File: config.mk
export PLATFORM = sky130hd
export DESIGN_NAME = tripan_top
export DESIGN_NICKNAME = d
export VERILOG_FILES = /design/src/tripan_hist_mem.v /design/src/tripan_top.v
export VERILOG_INCLUDE_DIRS = /design/src
export SDC_FILE = /design/constraint.sdc
export NUM_CORES = 1
export LEC_CHECK = 0
export BUFFER_PORTS_ARGS = -buffer_cell sky130_fd_sc_hd__buf_2
export CORE_UTILIZATION = 30
export CTS_CLUSTER_DIAMETER = 120
export DETAILED_ROUTE_END_ITERATION = 6
export PLACE_DENSITY = 0.45
export SLEW_MARGIN = 25
export SYNTH_ARGS = -nofsm -noshare
export SYNTH_HDL_FRONTEND = slang
export SYNTH_HIERARCHICAL = 1
export SYNTH_SLANG_ARGS = --single-unit
File: constraint.sdc
create_clock -name clk_i -period 15.3 [get_ports clk_i]
set_clock_uncertainty 0.15 [all_clocks]
set_input_delay 3.825 -clock clk_i [delete_from_list [all_inputs] [get_ports clk_i]]
set_output_delay 3.825 -clock clk_i [all_outputs]
set_load 0.02 [all_outputs]
File: src/tripan_consts.vh
`ifndef TRIPAN_CONSTS_VH
`define TRIPAN_CONSTS_VH
// Function
// flash phase pickup lamp above pickup; time trip if it persists past curve time
// flash ground pickup lamp above pickup; time trip if it persists past curve time
// cause lamps latch after a trip until a clear press with power applied
// trip contact closes until all currents zero, then seals 100 ms more
// trip lamp stays steady after contact opens until clear; clear kills all trip lamps
// at trip set cause lamp of every element above pickup or instantaneous level
// a new trip first erases uncleared older causes
// clear held 2 s shows last five trip causes, newest first
// instantaneous trip with no deliberate delay, within 35 ms, independent of pickup
// phase instantaneous trip sets that phase's instantaneous cause lamp
// phase time trip sets that phase's time-overcurrent cause lamp
// ground time trip sets the ground time-overcurrent cause lamp
// neutral above ground instantaneous level trips and sets its cause lamp
// self checks at power-up gate health lamp and protection; checks continue
// internal failure drops health lamp, lights fault lamp, drops service output
// health lamp flashes in simulation mode
// service coil energized in normal operation, failsafe on withdrawal
// bargraph shows largest rms phase current in percent of ct rating
// bargraph all off below 10%, all on above 100%, filled in between
// pickup selector off disables that element's time pickup and trip
// time multiplier 1 to 10, trip time proportional to it
// ground instantaneous threshold 0.1 to 16 times ground ct rating
// clear hold timed by a counter; early release is an ordinary clear

// time base
`define TA_CLK_NS 40
`define TA_MS_NS 1000000
`define TA_SEAL_MS 12'h064
`define TA_HOLD_MS 12'h7d0
`define TA_BLINK_MS 12'h0fa
`define TA_SHOW_MS 12'h3e8

// settings limits
`define TA_MULT_MIN 4'h1
`define TA_MULT_MAX 4'ha
`define TA_GI_MIN 8'h01
`define TA_GI_MAX 8'ha0
`define TA_BAR_STEP 8'h0a
`define TA_BAR_SEGS 10

// trip history
`define TA_HIST_DEPTH 3'h5
`define TA_HIST_LAST 3'h4

// cause word layout
`define TA_C_PTOC 2:0
`define TA_C_PINST 5:3
`define TA_C_GTOC 6
`define TA_C_GINST 7
`endif

File: src/tripan_hist_mem.v
`include "tripan_consts.vh"

module tripan_hist_mem (
   input wire clk_i,
   input wire we_i,
   input wire [2:0] waddr_i,
   input wire [7:0] wdata_i,
   input wire [2:0] raddr_i,
   output reg [7:0] rdata_o
);

   reg [7:0] mem_q [0:4];

   always @(posedge clk_i) begin
      if (we_i && waddr_i <= `TA_HIST_LAST) begin
         mem_q[waddr_i] <= wdata_i;
      end
      // registered read; addresses past the last slot read zero, but slots never written are not cleared
      if (raddr_i <= `TA_HIST_LAST) begin
         rdata_o <= mem_q[raddr_i];
      end else begin
         rdata_o <= 8'h00;
      end
   end

endmodule

File: src/tripan_top.v
`include "tripan_consts.vh"

module tripan_top #(
   parameter MS_CYCLES = `TA_MS_NS / `TA_CLK_NS
) (
   input wire clk_i,
   input wire reset_i,
   input wire [2:0] phase_above_pu_i,
   input wire ground_above_pu_i,
   input wire [2:0] phase_above_inst_i,
   input wire [11:0] ground_x10_i,
   input wire [7:0] ground_inst_set_i,
   input wire phase_pu_off_i,
   input wire ground_pu_off_i,
   input wire [15:0] phase_curve_ms_i,
   input wire [15:0] ground_curve_ms_i,
   input wire [3:0] phase_mult_i,
   input wire [3:0] ground_mult_i,
   input wire currents_zero_i,
   input wire [7:0] phase_pct_i,
   input wire clear_key_i,
   input wire check_done_i,
   input wire check_pass_i,
   input wire internal_fault_i,
   input wire sim_mode_i,
   output reg phase_pu_lamp_o,
   output reg ground_pu_lamp_o,
   output reg [2:0] phase_toc_lamp_o,
   output reg [2:0] phase_inst_lamp_o,
   output reg ground_toc_lamp_o,
   output reg ground_inst_lamp_o,
   output reg trip_lamp_o,
   output reg trip_contact_o,
   output reg service_coil_o,
   output reg health_lamp_o,
   output reg fault_lamp_o,
   output reg protect_en_o,
   output reg [9:0] bargraph_o
);

   ////////////////////////////////////////////////////////////////////////////
   // helpers

   function [3:0] clamp_mult;
      input [3:0] m;
      begin
         if (m < `TA_MULT_MIN) begin
            clamp_mult = `TA_MULT_MIN;
         end else if (m > `TA_MULT_MAX) begin
            clamp_mult = `TA_MULT_MAX;
         end else begin
            clamp_mult = m;
         end
      end
   endfunction

   function [2:0] hist_prev;
      input [2:0] p;
      begin
         if (p == 3'h0) begin
            hist_prev = `TA_HIST_LAST;
         end else begin
            hist_prev = p - 3'h1;
         end
      end
   endfunction

   function [2:0] hist_next;
      input [2:0] p;
      begin
         if (p >= `TA_HIST_LAST) begin
            hist_next = 3'h0;
         end else begin
            hist_next = p + 3'h1;
         end
      end
   endfunction

   localparam [14:0] MS_LAST = MS_CYCLES[14:0] - 15'h0001;

   localparam [2:0] ST_CHECK = 3'h1;
   localparam [2:0] ST_RUN = 3'h2;
   localparam [2:0] ST_FAIL = 3'h4;

   ////////////////////////////////////////////////////////////////////////////
   // millisecond tick and lamp blink

   reg [14:0] div_q;
   reg ms_tick_q;
   reg [11:0] blink_cnt_q;
   reg blink_q;

   always @(posedge clk_i) begin
      if (reset_i) begin
         div_q <= 15'h0000;
         ms_tick_q <= 1'b0;
         blink_cnt_q <= 12'h000;
         blink_q <= 1'b0;
      end else begin
         ms_tick_q <= (div_q == MS_LAST);
         if (div_q == MS_LAST) begin
            div_q <= 15'h0000;
         end else begin
            div_q <= div_q + 15'h0001;
         end
         if (ms_tick_q) begin
            if (blink_cnt_q == `TA_BLINK_MS - 12'h001) begin
               blink_cnt_q <= 12'h000;
               blink_q <= ~blink_q;
            end else begin
               blink_cnt_q <= blink_cnt_q + 12'h001;
            end
         end
      end
   end

   ////////////////////////////////////////////////////////////////////////////
   // health supervision

   reg [2:0] state_q;
   reg [2:0] state_d;

   always @* begin
      state_d = state_q;
      case (state_q)
         ST_CHECK: begin
            if (check_done_i) begin
               state_d = check_pass_i ? ST_RUN : ST_FAIL;
            end
         end
         ST_RUN: begin
            // checks keep running; a failure is final until power cycles
            if (internal_fault_i) begin
               state_d = ST_FAIL;
            end
         end
         ST_FAIL: begin
            state_d = ST_FAIL;
         end
         default: begin
            state_d = ST_CHECK;
         end
      endcase
   end

   wire run = (state_q == ST_RUN);

   ////////////////////////////////////////////////////////////////////////////
   // element detection

   wire [2:0] ppu = phase_pu_off_i ? 3'h0 : phase_above_pu_i;
   wire gpu = ground_pu_off_i ? 1'b0 : ground_above_pu_i;
   wire [7:0] gi_set = (ground_inst_set_i < `TA_GI_MIN) ? `TA_GI_MIN :
                       (ground_inst_set_i > `TA_GI_MAX) ? `TA_GI_MAX :
                       ground_inst_set_i;
   wire ginst = (ground_x10_i >= {4'h0, gi_set});
   wire [19:0] plim = phase_curve_ms_i * clamp_mult(phase_mult_i);
   wire [19:0] glim = ground_curve_ms_i * clamp_mult(ground_mult_i);

   reg [19:0] ptoc_cnt_q;
   reg [19:0] gtoc_cnt_q;

   wire ptoc_hit = (|ppu) && (ptoc_cnt_q >= plim);
   wire gtoc_hit = gpu && (gtoc_cnt_q >= glim);
   // instantaneous needs no timer, so the trip lands a cycle after the level
   wire inst_hit = (|phase_above_inst_i) || ginst;

   reg trip_contact_q;
   wire trip_go = run && !trip_contact_q && (ptoc_hit || gtoc_hit || inst_hit);

   reg [7:0] causes_now;

   always @* begin
      causes_now = 8'h00;
      causes_now[`TA_C_PTOC] = ppu;
      causes_now[`TA_C_PINST] = phase_above_inst_i;
      causes_now[`TA_C_GTOC] = gpu;
      causes_now[`TA_C_GINST] = ginst;
   end

   always @(posedge clk_i) begin
      if (reset_i) begin
         ptoc_cnt_q <= 20'h00000;
         gtoc_cnt_q <= 20'h00000;
      end else begin
         // the curve timer restarts whenever the element drops out
         if (!(|ppu) || trip_go) begin
            ptoc_cnt_q <= 20'h00000;
         end else if (ms_tick_q && ptoc_cnt_q != 20'hfffff) begin
            ptoc_cnt_q <= ptoc_cnt_q + 20'h00001;
         end
         if (!gpu || trip_go) begin
            gtoc_cnt_q <= 20'h00000;
         end else if (ms_tick_q && gtoc_cnt_q != 20'hfffff) begin
            gtoc_cnt_q <= gtoc_cnt_q + 20'h00001;
         end
      end
   end

   ////////////////////////////////////////////////////////////////////////////
   // clear key: short press clears, long hold replays history

   reg key_q;
   reg [11:0] hold_cnt_q;
   reg hold_done_q;
   reg hist_on_q;
   reg [2:0] show_idx_q;
   reg [2:0] shown_q;
   reg [11:0] show_cnt_q;
   reg [2:0] wr_ptr_q;

   wire key_up = key_q && !clear_key_i;
   wire clear_evt = key_up && !hold_done_q;
   wire hold_hit = clear_key_i && !hold_done_q && ms_tick_q &&
                   (hold_cnt_q == `TA_HOLD_MS - 12'h001);

   always @(posedge clk_i) begin
      if (reset_i) begin
         key_q <= 1'b0;
         hold_cnt_q <= 12'h000;
         hold_done_q <= 1'b0;
         hist_on_q <= 1'b0;
         show_idx_q <= 3'h0;
         shown_q <= 3'h0;
         show_cnt_q <= 12'h000;
      end else begin
         key_q <= clear_key_i;
         if (!clear_key_i) begin
            hold_cnt_q <= 12'h000;
            hold_done_q <= 1'b0;
         end else if (hold_hit) begin
            hold_done_q <= 1'b1;
         end else if (ms_tick_q && !hold_done_q) begin
            hold_cnt_q <= hold_cnt_q + 12'h001;
         end
         if (hold_hit) begin
            // start at the newest record
            hist_on_q <= 1'b1;
            show_idx_q <= hist_prev(wr_ptr_q);
            shown_q <= 3'h0;
            show_cnt_q <= 12'h000;
         end else if (hist_on_q && ms_tick_q) begin
            if (show_cnt_q == `TA_SHOW_MS - 12'h001) begin
               show_cnt_q <= 12'h000;
               show_idx_q <= hist_prev(show_idx_q);
               if (shown_q == `TA_HIST_LAST) begin
                  hist_on_q <= 1'b0;
               end else begin
                  shown_q <= shown_q + 3'h1;
               end
            end else begin
               show_cnt_q <= show_cnt_q + 12'h001;
            end
         end
      end
   end

   ////////////////////////////////////////////////////////////////////////////
   // trip contact, cause latch and history

   reg [7:0] cause_q;
   reg trip_lamp_q;
   reg [11:0] seal_cnt_q;
   wire [7:0] hist_rdata;

   always @(posedge clk_i) begin
      if (reset_i) begin
         trip_contact_q <= 1'b0;
         seal_cnt_q <= 12'h000;
         cause_q <= 8'h00;
         trip_lamp_q <= 1'b0;
         wr_ptr_q <= 3'h0;
      end else begin
         if (trip_go) begin
            // new causes replace old ones; a trip wins over a same-cycle clear
            cause_q <= causes_now;
            trip_lamp_q <= 1'b1;
            trip_contact_q <= 1'b1;
            seal_cnt_q <= 12'h000;
            wr_ptr_q <= hist_next(wr_ptr_q);
         end else begin
            if (trip_contact_q) begin
               if (!currents_zero_i) begin
                  seal_cnt_q <= 12'h000;
               end else if (ms_tick_q) begin
                  if (seal_cnt_q == `TA_SEAL_MS - 12'h001) begin
                     trip_contact_q <= 1'b0;
                  end else begin
                     seal_cnt_q <= seal_cnt_q + 12'h001;
                  end
               end
            end
            // a clear is ignored while the contact is closed so a live trip stays shown
            if (clear_evt && !trip_contact_q) begin
               cause_q <= 8'h00;
               trip_lamp_q <= 1'b0;
            end
         end
      end
   end

   tripan_hist_mem u_hist (
      .clk_i(clk_i),
      .we_i(trip_go),
      .waddr_i(wr_ptr_q),
      .wdata_i(causes_now),
      .raddr_i(show_idx_q),
      .rdata_o(hist_rdata)
   );

   ////////////////////////////////////////////////////////////////////////////
   // bargraph

   reg [9:0] bar_d;
   reg [7:0] bar_th;
   integer k;

   always @* begin
      bar_d = 10'h000;
      bar_th = 8'h00;
      for (k = 0; k < `TA_BAR_SEGS; k = k + 1) begin
         bar_th = bar_th + `TA_BAR_STEP;
         bar_d[k] = (phase_pct_i >= bar_th);
      end
   end

   ////////////////////////////////////////////////////////////////////////////
   // output registers

   wire [7:0] lamp_word = hist_on_q ? hist_rdata : cause_q;

   always @(posedge clk_i) begin
      if (reset_i) begin
         state_q <= ST_CHECK;
         phase_pu_lamp_o <= 1'b0;
         ground_pu_lamp_o <= 1'b0;
         phase_toc_lamp_o <= 3'h0;
         phase_inst_lamp_o <= 3'h0;
         ground_toc_lamp_o <= 1'b0;
         ground_inst_lamp_o <= 1'b0;
         trip_lamp_o <= 1'b0;
         trip_contact_o <= 1'b0;
         service_coil_o <= 1'b0;
         health_lamp_o <= 1'b0;
         fault_lamp_o <= 1'b0;
         protect_en_o <= 1'b0;
         bargraph_o <= 10'h000;
      end else begin
         state_q <= state_d;
         phase_pu_lamp_o <= (|ppu) && blink_q;
         ground_pu_lamp_o <= gpu && blink_q;
         phase_toc_lamp_o <= lamp_word[`TA_C_PTOC];
         phase_inst_lamp_o <= lamp_word[`TA_C_PINST];
         ground_toc_lamp_o <= lamp_word[`TA_C_GTOC];
         ground_inst_lamp_o <= lamp_word[`TA_C_GINST];
         trip_lamp_o <= hist_on_q ? (|hist_rdata) : trip_lamp_q;
         trip_contact_o <= trip_contact_q;
         // coil held only while healthy: power loss or failure both drop it
         service_coil_o <= run;
         health_lamp_o <= run && (!sim_mode_i || blink_q);
         fault_lamp_o <= (state_q == ST_FAIL);
         protect_en_o <= run;
         bargraph_o <= bar_d;
      end
   end

endmodule

==> results.toml <==
[worst_setup_path]
r2r_end = "u_hist/mem_q[2][0]"
cpMostUsedCell = "fa_1"
cp-start-kind = "input port"
cp_cell_sequence = "buf_2 > nor2b_1 > nand2_1 > fa_1 > fa_1 > inv_1 > fa_1 > a21oi_1 > o21ai_0 > o31ai_1 > a311oi_1 > a2111oi_0 > o21bai_1 > xnor2_1 > ha_1 > nand4_1 > nor4_2 > a22oi_1 > a31o_1 > a41oi_2 > o21ba_2 > buf_4 > nand2b_1 > nor2_1"
crit_type = "input port to flip-flop"
worstReg2RegStart = "gtoc_cnt_q[19]"
cp_max_fo = 65
cp-end-kind = "flip-flop"
reg2reg_depth = 10
r2r_slack_ns = 11.00
slowest_delay_ns = 0.81
worstPathRequired_ns = 15.29
crit_slowest_cell = "nor2b_1"
crit_arrival_ns = 11.77

[floorplanning]
core_sq_mm = 0.0445
initial_core_util_pct = 30.6
dieArea_sq_mm = 0.0462
ios = 111
die_h_microns = 215
fp.dieW_microns = 215
row_count = 77

[clocking]
cts_root_buf = "clkbuf_16"
cts_tree = "yes"
cts_buffers = 23
post_cts_resized = 0
clkTransAtPathRegs_ns = 0.06
post-cts-setup-buffers = 0
clockBufferDepth = 3
cts.sinks = 203
clk_latency_ns = 0.52
htree_levels = 1
hold_buffers = 0

[run]
maxCapViolations = 0

[timing]
hold_viol_final = 0
fin_ws_ns = 3.52
period_share_pct = 77.0
fin_tns_setup_ns = 0
relSlewSlack_pct = 33.0
max_freq_ghz = 0.0849
slew_violations = 0
period_minus_slack_ns = 11.78
setup_violations = 0
rsz0062_at_grt = "false"
tightest_slew_ns = 1.00

[yosys]
yosysTopAreaCell = "dfxtp_1"
synth_top_cell_area_share_pct = 24.0
yosysWarnings = 6
synth_cell_type_count = 76
synth_area_sq_mm = 0.0136
synth_fp_nets = 1797
synth.avg_cell_area_sq_um = 8.80
synth_edf_count = 40
ys_async_sr_fraction_pct = 0
yosys_register_bits = 203
synth.most_common_cell = "dfxtp_1"
ys_top_cells_by_count = "dfxtp_1, inv_1, nand2_1, nor2_1, ha_1"
yosysSeqAreaShare_pct = 32.8
synthTopCellsByArea = "dfxtp_1, ha_1, edfxtp_1"
synthCells = 1545
yosys_most_used_dff = "dfxtp_1"

[cells_and_area]
area_growth_pct = 14.6
diodes = 0
final_core_util_pct = 35.0
layout.nets = 1898
drive_gt1_share_pct = 10.5

[detailed_routing]
drc = 0
wl_met2_microns = 13900
drt_first_pass_iters = 5
detail_route.wl_per_cell_microns = 13.5
top_layer = "met4"
routed_wl_microns = 30400
vias = 10500
drtIter0Drc = 356
wl_met1_microns = 15500
wl_met3_microns = 696
drtAntennaViolNets = 0
viasPerCell = 4.67

[power]
leakagePower_nw = 6.57
power.density_mw_per_mm2 = 95.2
ir_worst_vdd_mv = 0.0685
power.total_mw = 1.48

[placement]
port_buffers = 109
hpwl_microns = 23000
post-place-ws_ns = 2.77
gp_congestion = 0.756

[grt]
grt_max_degree = 66
grt_pass1_vias = 10500
grtUsageTotal_pct = 13.3
grt_antenna_before_repair = 0
gr-total-overflow = 0
grt_pass1_wl_microns = 51900

[status]
status = "finished clean"

[worst_hold_path]
hold_end = "u_hist/rdata_o[5]"
hp-class = "flip-flop to flip-flop"
min-delay-start = "u_hist/mem_q[4][5]"
whs_path_depth = 1
## power by group
group / total (mW) / switching (mW) / internal, mW
registers: 0.552 / 0.00258 / 0.550
logic: 0.317 / 0.189 / 0.128
clock network: 0.614 / 0.222 / 0.392
total: 1.48 / 0.414 / 1.07
## per-layer routing
layer	track usage, %	up-vias
li1	-	5481
met1	18.4	4916
met2	22.3	101
met3	1.32	23
met4	2.55	0
met5	0	-
## cells in the final DEF, fill, tap and decap left out, drive strengths merged, types with 11 or more instances in the layout
cell,n
nor2,130
and2,88
xnor2,51
xor2,63
nand3,53
nand2,143
nor2b,14
o21ai,50
o21bai,11
nor4,21
a21oi,67
or3,11
nand4,28
inv,151
mux2i,32
dfxtp,163
a21o,17
edfxtp,40
buf,119
o22ai,12
and3,22
nand2b,11
ha,111
clkbuf,28
fa,56
nor3,64
## sequential cells by signal, indices dropped and copies added (netlist names), 3 cells and up
signal,count
wr_ptr_q,3
seal_cnt_q,12
gtoc_cnt_q,20
hold_cnt_q,12
u_hist/mem_q,40
show_idx_q,3
bargraph_o,10
phase_inst_lamp_o,3
ptoc_cnt_q,20
u_hist/rdata_o,8
show_cnt_q,12
state_q,3
phase_toc_lamp_o,3
blink_cnt_q,12
cause_q,8
div_q,15
shown_q,3
## per-stage QoR
| stage | instance area [sq um] | std cells | hold slack, ns |
|---|---|---|---|
| after global routing | 15600 | 2255 | 0.318 |
| after CTS | 15600 | 2255 | 0.293 |
| after floorplan | 13600 | 1545 | 0.268 |
| after detailed placement | 14700 | 2213 | 0.279 |
| after global placement | 14700 | 2213 | 0.278 |
| final | 15600 | 2255 | 0.292 |
## worst max-delay path by stage
stage                          start            endpoint  slack, ns  cells after the start
floorplan           ground_mult_i[2]  u_hist/mem_q[4][0]       4.94                     25
global placement    ground_mult_i[3]  u_hist/mem_q[2][4]       2.88                     24
detailed placement  ground_mult_i[3]  u_hist/mem_q[2][4]       2.77                     24
CTS                 ground_mult_i[3]  u_hist/mem_q[2][0]       3.30                     24
global route        ground_mult_i[3]  u_hist/mem_q[2][0]       2.82                     24
finish              ground_mult_i[3]  u_hist/mem_q[2][0]       3.52                     24
## layout make-up
class                           instances  area [sq um]
Sequential cell                       203          4460
Fill cell                            4669         28900
Multi-Input combinational cell       1149          8350
Clock inverter                         14           230
Inverter                              150           563
Clock buffer                           28           624
Timing Repair Buffer                  119           621
Tap cell                              592           741
## cell families (layout without fill, tap and decap cells)
family	after synthesis	in the layout	share of synthesized area, %
flops	203	203	32.8
fa+ha+maj	168	168	18.5
mux	35	35	2.60
compound gates	213	213	9.88
simple gates	619	619	23.0
buf+inv	193	311	5.79
xor+xnor	114	114	7.34
## worst max-delay path, delay by kind of cell
kind	cells	cell delay, ns
AO/OA/AOI/OAI	10	2.57
buffers and inverters	3	0.83
AND/OR/NAND/NOR	6	2.49
adder cells (fa/ha/maj)	4	1.83
XOR/XNOR	1	0.15
(Power assumes the default switching activity.)
